## src/pkg/fcd_pkg.sv

```systemverilog
// Constants and carrier types for the flash command controller
package fcd_pkg;
    localparam int ADDR_W = 21;
    localparam int DATA_W = 16;
    // APB register offsets
    localparam logic [7:0] REG_CMD = 8'h00;
    localparam logic [7:0] REG_ADDR = 8'h04;
    localparam logic [7:0] REG_WDATA = 8'h08;
    localparam logic [7:0] REG_STATUS = 8'h0C;
    localparam logic [7:0] REG_RDATA = 8'h10;
    // Command field of REG_CMD
    localparam int CMD_LSB = 0;
    localparam int CMD_W = 4;
    localparam int STAT_BUSY_BIT = 0;
    localparam int STAT_RB_BIT = 1;
    // Unlock addresses and codes, byte mode
    localparam logic [11:0] UNLOCK_A1 = 12'hAAA;
    localparam logic [11:0] UNLOCK_A2 = 12'h555;
    localparam logic [11:0] QUERY_ADDR = 12'h055;
    localparam logic [7:0] CODE_AA = 8'hAA;
    localparam logic [7:0] CODE_55 = 8'h55;
    localparam logic [7:0] CODE_RESET = 8'hF0;
    localparam logic [7:0] CODE_IDENT = 8'h90;
    localparam logic [7:0] CODE_SECURED = 8'h88;
    localparam logic [7:0] CODE_PROGRAM = 8'hA0;
    localparam logic [7:0] CODE_BYPASS = 8'h20;
    localparam logic [7:0] CODE_ERASE = 8'h80;
    localparam logic [7:0] CODE_CHIP = 8'h10;
    localparam logic [7:0] CODE_SECTOR = 8'h30;
    localparam logic [7:0] CODE_SUSPEND = 8'hB0;
    localparam logic [7:0] CODE_QUERY = 8'h98;
    localparam logic [7:0] CODE_ZERO = 8'h00;
    // Identification read offsets
    localparam logic [11:0] ID_MANUF = 12'h000;
    localparam logic [11:0] ID_PART = 12'h002;
    localparam logic [11:0] ID_PROTECT = 12'h004;
    localparam logic [11:0] ID_LOCK = 12'h006;
    // Bus cycle phase length in sys_clk cycles (100 ns each)
    localparam int T_PHASE_NS = 100;
    localparam int CLK_NS = 100;
    localparam int PHASE_CYC = (T_PHASE_NS + CLK_NS - 1) / CLK_NS;
    localparam int MAX_STEPS = 6;

    typedef enum logic [3:0] {
        FCD_OP_READ, FCD_OP_RESET, FCD_OP_ID_MANUF, FCD_OP_ID_PART,
        FCD_OP_ID_LOCK, FCD_OP_ID_PROTECT, FCD_OP_SEC_ENTER,
        FCD_OP_SEC_EXIT, FCD_OP_PROGRAM, FCD_OP_BYP_ENTER,
        FCD_OP_BYP_PROGRAM, FCD_OP_BYP_RESET, FCD_OP_CHIP_ERASE,
        FCD_OP_SECTOR_ERASE, FCD_OP_SUSPEND, FCD_OP_RESUME
    } fcd_op_t;

    typedef struct packed {
        logic is_read;
        logic [ADDR_W-1:0] addr;
        logic [7:0] data;
    } fcd_step_t;

    typedef struct packed {
        logic cs_n;
        logic we_n;
        logic oe_n;
        logic [ADDR_W-1:0] addr;
        logic [DATA_W-1:0] dq_out;
        logic dq_oe;
    } fcd_pins_t;
endpackage
```

## src/core/fcd_host.sv

```systemverilog
// Host controller that issues flash command sequences over the flash bus
//
// Function
// - All cycles write except read, ID read
// - Single F0 write at any address resets
// - ID entry AA/555/90 then bank-relative read
// - Host drives bank address on ID read
// - Secured entry three writes, exit four
// - Program is four writes, last program data
// - Bypass entry AA, 55, 20
// - Bypass program is A0 then data
// - Bypass reset is 90 then 00
// - Erase six writes, 10 chip, 30 sector
//
// Our own choices: the register offsets and the APB interface to the registers.
`timescale 1ns/1ps
`default_nettype none
module fcd_host #(
    parameter int ADDR_W = fcd_pkg::ADDR_W,
    parameter int DATA_W = fcd_pkg::DATA_W
) (
    input wire logic sys_clk,
    input wire logic rst,
    input wire logic psel,
    input wire logic penable,
    input wire logic pwrite,
    input wire logic [7:0] paddr,
    input wire logic [31:0] pwdata,
    output logic [31:0] prdata,
    output logic pready,
    output logic pslverr,
    output logic flash_select_n,
    output logic write_strobe_n,
    output logic output_enable_n,
    output logic [ADDR_W-1:0] flash_addr,
    output logic [DATA_W-1:0] dq_o,
    output logic dq_oe,
    input wire logic [DATA_W-1:0] dq_i,
    input wire logic ready_busy_out_n
);
    typedef enum logic [2:0] {S_IDLE, S_SETUP, S_STROBE, S_HOLD, S_NEXT}
        fcd_state_t;

    fcd_state_t state_q, state_d;
    fcd_pkg::fcd_op_t op_q;
    logic [ADDR_W-1:0] addr_q;
    logic [DATA_W-1:0] wdata_q;
    logic [2:0] step_q;
    logic [2:0] nsteps;
    logic [3:0] cnt_q;
    logic busy_q, err_q, erasing_q;
    logic [DATA_W-1:0] rdata_q;
    fcd_pkg::fcd_pins_t pins_q, pins_d;
    fcd_pkg::fcd_step_t cur;
    logic [DATA_W-1:0] dq_s1_q, dq_s2_q;
    logic rb_s1_q, rb_s2_q;
    logic rb_prev_q, rd_pend_q, pready_q, pslverr_q;
    logic [31:0] prdata_q;

    // APB decode; one wait state so the answer leaves flops
    wire access = psel && penable;
    wire wr = access && pwrite && pready_q;
    wire rd_cmd = access && !pwrite;
    wire hit_cmd = paddr == fcd_pkg::REG_CMD;
    wire hit_addr = paddr == fcd_pkg::REG_ADDR;
    wire hit_wdata = paddr == fcd_pkg::REG_WDATA;
    wire hit_stat = paddr == fcd_pkg::REG_STATUS;
    wire hit_rdata = paddr == fcd_pkg::REG_RDATA;
    wire mapped = hit_cmd || hit_addr || hit_wdata || hit_stat || hit_rdata;
    wire [fcd_pkg::CMD_W-1:0] new_cmd =
        pwdata[fcd_pkg::CMD_LSB +: fcd_pkg::CMD_W];
    wire is_suspend_cmd =
        new_cmd == 4'(fcd_pkg::FCD_OP_SUSPEND);
    // Running sector erase accepts only suspend, others flagged; a resumed erase is not tracked and accepts any command
    wire start_ok = !busy_q && (!erasing_q || is_suspend_cmd);
    wire start = wr && hit_cmd && start_ok;
    wire [31:0] stat_word = {29'h0, erasing_q,
        rb_s2_q, busy_q};

    // Bank and sector bits kept only where the sequence uses them
    wire [ADDR_W-1:0] hi = {addr_q[ADDR_W-1:12], 12'h000};
    wire [ADDR_W-1:0] ua1 = ADDR_W'(fcd_pkg::UNLOCK_A1);
    wire [ADDR_W-1:0] ua2 = ADDR_W'(fcd_pkg::UNLOCK_A2);
    wire [ADDR_W-1:0] ba1 = hi | ua1;

    function automatic fcd_pkg::fcd_step_t mk(input logic r,
        input logic [ADDR_W-1:0] a, input logic [7:0] d);
        fcd_pkg::fcd_step_t s;
        s.is_read = r;
        s.addr = a;
        s.data = d;
        return s;
    endfunction

    // Step table: sequence per operation
    always_comb begin
        cur = mk(1'b0, ADDR_W'(0), 8'h00);
        nsteps = 3'd1;
        case (op_q)
        fcd_pkg::FCD_OP_READ: cur = mk(1'b1, addr_q, 8'h00);
        fcd_pkg::FCD_OP_RESET:
            cur = mk(1'b0, addr_q, fcd_pkg::CODE_RESET);
        fcd_pkg::FCD_OP_SUSPEND:
            cur = mk(1'b0, hi, fcd_pkg::CODE_SUSPEND);
        fcd_pkg::FCD_OP_RESUME:
            cur = mk(1'b0, hi, fcd_pkg::CODE_SECTOR);
        fcd_pkg::FCD_OP_SEC_ENTER, fcd_pkg::FCD_OP_SEC_EXIT: begin
            nsteps = (op_q == fcd_pkg::FCD_OP_SEC_EXIT) ? 3'd4 : 3'd3;
            case (step_q)
            3'd0: cur = mk(1'b0, ua1, fcd_pkg::CODE_AA);
            3'd1: cur = mk(1'b0, ua2, fcd_pkg::CODE_55);
            3'd2: cur = mk(1'b0, ua1,
                (op_q == fcd_pkg::FCD_OP_SEC_EXIT) ?
                fcd_pkg::CODE_IDENT : fcd_pkg::CODE_SECURED);
            default: cur = mk(1'b0, addr_q, fcd_pkg::CODE_ZERO);
            endcase
        end
        fcd_pkg::FCD_OP_BYP_PROGRAM, fcd_pkg::FCD_OP_BYP_RESET: begin
            nsteps = 3'd2;
            if (step_q == 3'd0) begin
                cur = mk(1'b0, hi,
                    (op_q == fcd_pkg::FCD_OP_BYP_RESET) ?
                    fcd_pkg::CODE_IDENT : fcd_pkg::CODE_PROGRAM);
            end else if (op_q == fcd_pkg::FCD_OP_BYP_RESET) begin
                cur = mk(1'b0, addr_q, fcd_pkg::CODE_ZERO);
            end else begin
                cur = mk(1'b0, addr_q, wdata_q[7:0]);
            end
        end
        fcd_pkg::FCD_OP_CHIP_ERASE, fcd_pkg::FCD_OP_SECTOR_ERASE: begin
            nsteps = 3'd6;
            case (step_q)
            3'd0, 3'd3: cur = mk(1'b0, ua1, fcd_pkg::CODE_AA);
            3'd1, 3'd4: cur = mk(1'b0, ua2, fcd_pkg::CODE_55);
            3'd2: cur = mk(1'b0, ua1, fcd_pkg::CODE_ERASE);
            default: cur = (op_q == fcd_pkg::FCD_OP_CHIP_ERASE) ?
                mk(1'b0, ua1, fcd_pkg::CODE_CHIP) :
                mk(1'b0, hi, fcd_pkg::CODE_SECTOR);
            endcase
        end
        default: begin
            // Identification, program and bypass entry share unlock
            nsteps = (op_q == fcd_pkg::FCD_OP_BYP_ENTER) ? 3'd3 : 3'd4;
            case (step_q)
            3'd0: cur = mk(1'b0, ua1, fcd_pkg::CODE_AA);
            3'd1: cur = mk(1'b0, ua2, fcd_pkg::CODE_55);
            3'd2: begin
                if (op_q == fcd_pkg::FCD_OP_PROGRAM) begin
                    cur = mk(1'b0, ua1, fcd_pkg::CODE_PROGRAM);
                end else if (op_q == fcd_pkg::FCD_OP_BYP_ENTER) begin
                    cur = mk(1'b0, ua1, fcd_pkg::CODE_BYPASS);
                end else begin
                    cur = mk(1'b0, ba1, fcd_pkg::CODE_IDENT);
                end
            end
            default: begin
                case (op_q)
                fcd_pkg::FCD_OP_PROGRAM:
                    cur = mk(1'b0, addr_q, wdata_q[7:0]);
                fcd_pkg::FCD_OP_ID_MANUF: cur = mk(1'b1,
                    hi | ADDR_W'(fcd_pkg::ID_MANUF), 8'h00);
                fcd_pkg::FCD_OP_ID_PART: cur = mk(1'b1,
                    hi | ADDR_W'(fcd_pkg::ID_PART), 8'h00);
                fcd_pkg::FCD_OP_ID_LOCK: cur = mk(1'b1,
                    hi | ADDR_W'(fcd_pkg::ID_LOCK), 8'h00);
                default: cur = mk(1'b1,
                    hi | ADDR_W'(fcd_pkg::ID_PROTECT), 8'h00);
                endcase
            end
            endcase
        end
        endcase
        if (op_q == fcd_pkg::FCD_OP_RESET && addr_q[11:0] ==
            fcd_pkg::QUERY_ADDR && wdata_q[7:0] == fcd_pkg::CODE_QUERY) begin
            // Query entry rides on reset slot with code 98 at 55
            cur = mk(1'b0, ADDR_W'(fcd_pkg::QUERY_ADDR),
                fcd_pkg::CODE_QUERY);
        end
    end

    wire last_cnt = cnt_q == 4'(fcd_pkg::PHASE_CYC - 1);
    wire last_step = step_q == nsteps - 3'd1;
    // Program data is the one write that uses the full bus width
    wire pd_step = (op_q == fcd_pkg::FCD_OP_PROGRAM && step_q == 3'd3) ||
        (op_q == fcd_pkg::FCD_OP_BYP_PROGRAM && step_q == 3'd1);

    // Bus cycle: setup, strobe low, hold; address stays over all
    always_comb begin
        state_d = state_q;
        pins_d = pins_q;
        case (state_q)
        S_IDLE: if (start) state_d = S_SETUP;
        S_SETUP: begin
            pins_d.cs_n = 1'b0;
            pins_d.addr = cur.addr;
            pins_d.dq_out = pd_step ? wdata_q : {8'h00, cur.data};
            pins_d.dq_oe = !cur.is_read;
            if (last_cnt) state_d = S_STROBE;
        end
        S_STROBE: begin
            pins_d.we_n = cur.is_read;
            pins_d.oe_n = !cur.is_read;
            if (last_cnt) state_d = S_HOLD;
        end
        S_HOLD: begin
            // Strobes rise while data still driven
            pins_d.we_n = 1'b1;
            pins_d.oe_n = 1'b1;
            if (last_cnt) state_d = S_NEXT;
        end
        S_NEXT: begin
            pins_d.cs_n = 1'b1;
            pins_d.dq_oe = 1'b0;
            state_d = last_step ? S_IDLE : S_SETUP;
        end
        default: state_d = S_IDLE;
        endcase
    end

    always_ff @(posedge sys_clk or posedge rst) begin
        if (rst) begin
            dq_s1_q <= '0;
            dq_s2_q <= '0;
            rb_s1_q <= 1'b1;
            rb_s2_q <= 1'b1;
            rb_prev_q <= 1'b1;
        end else begin
            dq_s1_q <= dq_i;
            dq_s2_q <= dq_s1_q;
            rb_s1_q <= ready_busy_out_n;
            rb_s2_q <= rb_s1_q;
            rb_prev_q <= rb_s2_q;
        end
    end

    always_ff @(posedge sys_clk or posedge rst) begin
        if (rst) begin
            state_q <= S_IDLE;
            pins_q <= '{cs_n: 1'b1, we_n: 1'b1, oe_n: 1'b1,
                addr: '0, dq_out: '0, dq_oe: 1'b0};
            cnt_q <= 4'h0;
            step_q <= 3'd0;
        end else begin
            state_q <= state_d;
            pins_q <= pins_d;
            cnt_q <= (state_d != state_q) ? 4'h0 : cnt_q + 4'h1;
            if (state_q == S_IDLE) begin
                step_q <= 3'd0;
            end else if (state_q == S_NEXT) begin
                step_q <= step_q + 3'd1;
            end
        end
    end

    always_ff @(posedge sys_clk or posedge rst) begin
        if (rst) begin
            op_q <= fcd_pkg::FCD_OP_READ;
            addr_q <= '0;
            wdata_q <= '0;
            rd_pend_q <= 1'b0;
            busy_q <= 1'b0;
            err_q <= 1'b0;
            erasing_q <= 1'b0;
            rdata_q <= '0;
        end else begin
            if (wr && hit_addr) addr_q <= pwdata[ADDR_W-1:0];
            if (wr && hit_wdata) wdata_q <= pwdata[DATA_W-1:0];
            if (wr && hit_cmd) begin
                err_q <= !start_ok;
            end
            if (start) begin
                op_q <= fcd_pkg::fcd_op_t'(new_cmd);
                busy_q <= 1'b1;
            end else if (state_q == S_NEXT && last_step) begin
                busy_q <= 1'b0;
                if (op_q == fcd_pkg::FCD_OP_SECTOR_ERASE) begin
                    erasing_q <= 1'b1;
                end else if (op_q == fcd_pkg::FCD_OP_SUSPEND) begin
                    erasing_q <= 1'b0;
                end
            end else if (erasing_q && rb_s2_q && !rb_prev_q &&
                state_q == S_IDLE &&
                op_q == fcd_pkg::FCD_OP_SECTOR_ERASE) begin
                // A rise of ready, not its level, ends it here; the old level lags the start
                erasing_q <= 1'b0;
            end
            // Bus seen under the strobe reaches dq_s2_q two edges later
            rd_pend_q <= state_q == S_NEXT && cur.is_read;
            if (rd_pend_q) begin
                rdata_q <= dq_s2_q;
            end
        end
    end

    wire [31:0] rd_word = hit_stat ? (stat_word | {28'h0, err_q, 3'h0}) :
        hit_rdata ? 32'(rdata_q) : hit_addr ? 32'(addr_q) :
        hit_wdata ? 32'(wdata_q) : 32'h0;

    always_ff @(posedge sys_clk or posedge rst) begin
        if (rst) begin
            pready_q <= 1'b0;
            pslverr_q <= 1'b0;
            prdata_q <= 32'h0;
        end else begin
            pready_q <= access && !pready_q;
            pslverr_q <= access && !pready_q && !mapped;
            prdata_q <= (rd_cmd && !pready_q) ? rd_word : 32'h0;
        end
    end

    assign prdata = prdata_q;
    assign pready = pready_q;
    assign pslverr = pslverr_q;
    assign flash_select_n = pins_q.cs_n;
    assign write_strobe_n = pins_q.we_n;
    assign output_enable_n = pins_q.oe_n;
    assign flash_addr = pins_q.addr;
    assign dq_o = pins_q.dq_out;
    assign dq_oe = pins_q.dq_oe;
endmodule
`default_nettype wire

```

## config.mk

```make
export PLATFORM = sky130hd
export DESIGN_NAME = fcd_host
export DESIGN_NICKNAME = d
export VERILOG_FILES = /design/src/pkg/fcd_pkg.sv /design/src/core/fcd_host.sv
export SDC_FILE = /design/constraint.sdc
export NUM_CORES = 1
export LEC_CHECK = 0
export BUFFER_PORTS_ARGS = -buffer_cell sky130_fd_sc_hd__buf_2
export CORE_ASPECT_RATIO = 1.4
export CORE_MARGIN = 2
export CORE_UTILIZATION = 45
export CTS_CLUSTER_DIAMETER = 30
export DETAILED_ROUTE_END_ITERATION = 7
export PLACE_DENSITY = 0.7
export SLEW_MARGIN = 40
export SYNTH_ARGS = -nofsm -noshare
export SYNTH_HDL_FRONTEND = slang
export SYNTH_SLANG_ARGS = --single-unit
```

## constraint.sdc

```tcl
create_clock -name sys_clk -period 11.43 [get_ports sys_clk]
set_input_delay 1.143 -clock sys_clk [delete_from_list [all_inputs] [get_ports sys_clk]]
set_output_delay 1.143 -clock sys_clk [all_outputs]
set_load 0.1 [all_outputs]
```

==> flow_metrics.env <==
export IMPL_finalPower_w=0.00127
export IMPL_ctsHoldBuffers=0
export IMPL_antenna_found_initial=0
export IMPL_synth_area_leaders="dfrtp_1 52%, mux2_4 5.7%, mux2_2 3.9%"
export IMPL_synth_xor_area_share_pct=0.671
export IMPL_combPwrFrac_pct=6.8
export IMPL_synthAdderAreaFrac_pct=1.28
export IMPL_clockPowerShare_pct=43.6
export IMPL_grt_pass1_vias=5907
export IMPL_overflow=0
export IMPL_synth_seq_cells=170
export IMPL_yosysTopAreaCellShare_pct=52.4
export IMPL_slowest_stage="nand2_2"
export IMPL_synth_edf_count=0
export IMPL_gp_congestion=0.958
export IMPL_leakagePower_nw=4.38
export IMPL_grt_max_degree=106
export IMPL_pwr_share_seq_pct=49.6
export IMPL_max_freq_mhz=283
export IMPL_worst_pin_slew_ps=891
export IMPL_ys_seq_area_share_pct=54.4
export IMPL_hold_viol_final=0
export IMPL_ir_drop_mv=0.110
export IMPL_ys_warn_count=0
export IMPL_worstPathArrival_ps=3840
export IMPL_status="finished clean"
export IMPL_ys_flop_type="dfrtp_1"
export IMPL_setup_viol=0
export IMPL_clockRootBuffer="clkbuf_16"
export IMPL_dieArea_um2=18500
export IMPL_fin_setup_tns_ps=0
export IMPL_io_buffers=114
export IMPL_muxShareOfSynthArea_pct=9.63
export IMPL_core_um2=17200
export IMPL_yosys_area_top_type="dfrtp_1"
export IMPL_ant_nets=0
export IMPL_synth_area_um2=7840
export IMPL_max_slew_margin_rel_pct=40.5
export IMPL_cts_resized=0
export IMPL_dpl_hpwl_um=13700
export IMPL_drive_gt1_share_pct=29.5
export IMPL_synth_avg_cell_area_um2=11.2
export IMPL_path_cells="buf_2 > or3_4 > nor4_4 > nand2_2 > nor2_2 > nand2_2 > mux2_4"
export IMPL_synth_top_family_by_area="compound AO/OA/AOI/OAI gates"
export IMPL_yosys_area_share_simple_pct=13.1
export IMPL_skew_ps=13.1
export IMPL_drtPass1Iterations=6
export IMPL_wl_per_cell_um=18.7
export IMPL_syn_inst=697
export IMPL_viasPerCell=5.68
export IMPL_clock_latency_ps=430
export IMPL_rows=57
export IMPL_num_vias=5915
export IMPL_diodes=0
export IMPL_post_cts_setup_buffer_count=0
export IMPL_path_class="in -> reg"
export IMPL_drt_iter0_markers=418
export IMPL_power_switching_w=0.000325
export IMPL_fin_crit_ps=3530
export IMPL_maxCapViolations=0
export IMPL_grt_pass1_wl_um=31600
export IMPL_max_stage_delay_ps=610
export IMPL_fin_crit_sh_pct=30.9
export IMPL_cp_max_fo=21
export IMPL_drt_total_wl_um=19500
export IMPL_drc=0
export IMPL_yosysUniqueCellTypes=67
export IMPL_critPathLaunchType="primary input"
export IMPL_synthArstFlopShare_pct=100
export IMPL_synth_compound_area_share_pct=16.6
export IMPL_die_x_um=116
export IMPL_critPathCaptureType="register"
export IMPL_required_ps=11740
export IMPL_cts_sinks=170
export IMPL_fin_nets=863
export IMPL_cp_common_cell="nand2_2"
export IMPL_holdWs_ps=346
export IMPL_cts_made_buffers=17
export IMPL_p_int_w=0.000948
export IMPL_tritoncts="done"
export IMPL_initial_core_util_pct=45.6
export IMPL_swShare_pct=25.5
export IMPL_syn2layout_area_growth_pct=16.2
export IMPL_cts_clk_slew_worst_paths_ps=60
export IMPL_grt_usage_pct=22.1
export IMPL_clockBufferDepth=2
export IMPL_h_tree_depth=4
export IMPL_finalMaxSlewViolations=0
export IMPL_fp_dieH_um=160
export IMPL_rsz0062_at_grt="no"
export IMPL_powerDensity_nw_per_um2=140
export IMPL_holdCritPathClass="reg -> reg"
export IMPL_ios=137
worst max-delay path, delay by kind of cell:
kind	cells	cell delay, ps
simple gates	5	2090
buf+inv	1	90
mux	1	490
cells in the mapped netlist, drive strengths merged (13+ instances only):
cell,n
nor3,13
dfrtp,164
buf,26
inv,15
a22o,25
o21ai,39
nor2,65
a21oi,34
nand2b,13
nand2,42
clkbuf,28
mux2,57
power by group through the flow:
stage	clock [W]	sequential (W)	combinational, W
final	0.000555	0.000631	0.0000870
after global routing	0.000587	0.000633	0.0000967
after floorplan	0	0.000660	0.0000497
after global placement	0	0.000642	0.0000864
after detailed placement	0	0.000642	0.0000887
after CTS	0.000565	0.000631	0.0000887
per-stage QoR:
step / setup WS [ps] / util [%] / instance area [um^2] / cells
global placement: 7520 / 49.6 / 8520 / 1010
detailed placement: 7500 / 49.6 / 8530 / 1010
CTS: 7940 / 52.9 / 9090 / 1042
global route: 7750 / 53.0 / 9100 / 1042
finish: 7900 / 53.0 / 9100 / 1042
floorplan: 5690 / - / 7870 / 707
logic make-up after synthesis:
| group | after synthesis |
|---|---|
| AND/OR/NAND/NOR | 200 |
| multiplexers | 57 |
| adder cells (fa/ha/maj) | 8 |
| AO/OA/AOI/OAI | 186 |
| flip-flops | 170 |
| XOR/XNOR | 6 |
| other | 1 |
| buffers and inverters | 69 |
per-layer routing:
metal  part of all wire, %  wire length (um)  track usage, %  vias up
li1                      -                 -               -     2701
met1                    39              7640            28.0     2929
met2                    51              9930            36.1      233
met3                   5.7              1100            3.64       52
met4                   4.1               792            11.3        0
met5                     0                 0               0        -
path summary, 6_finish.rpt:
path	start	end	slack, ps	cells after the start
max in group asynchronous	rst	flash_addr[20]	9590	3
worst max register to register	op_q[3]	dq_o[6]	8440	7
worst min register to register	dq_s1_q[0]	dq_s2_q[0]	350	0
min in group asynchronous	rst	dq_s1_q[0]	820	2
worst max-delay path	paddr[5]	addr_q[15]	7900	7
worst min-delay path	dq_s1_q[0]	dq_s2_q[0]	350	0
final cells by class:
type | count | area (um^2)
Sequential cell | 170 | 4260
Tap cell | 236 | 295
Multi-Input combinational cell | 468 | 3290
Inverter | 15 | 63.8
Clock inverter | 13 | 134
Clock buffer | 19 | 433
Fill cell | 1549 | 8080
Timing Repair Buffer | 121 | 627
state kept, by name (all words and copies together) (netlist names), 3 cells and up:
| signal | cells |
|---|---|
| state_q | 3 |
| rdata_q | 16 |
| step_q | 3 |
| dq_s2_q | 16 |
| flash_addr | 21 |
| dq_o | 16 |
| addr_q | 21 |
| dq_s1_q | 16 |
| prdata | 21 |
| cnt_q | 4 |
| op_q | 4 |
| wdata_q | 16 |
cell usage in the layout (no fill, tap or decap), types with 5 or more instances in the layout:
master / instances
o21ai_0: 38
a22oi_1: 6
a21o_1: 6
nand2_1: 39
ha_1: 8
nor3_1: 12
dfstp_2: 6
a221o_1: 5
mux2_4: 30
a31o_2: 5
a22o_1: 25
a222oi_1: 12
conb_1: 11
nand2b_1: 13
o211ai_1: 6
clkbuf_16: 17
nor2_1: 63
or2_2: 5
dfrtp_1: 164
buf_4: 6
buf_2: 114
inv_1: 14
nand3_1: 12
nor2b_1: 12
mux2_2: 27
a31oi_1: 8
and2_1: 8
o21bai_1: 6
a21oi_1: 34
o22ai_1: 10
Power figures use the tool's default switching activity.
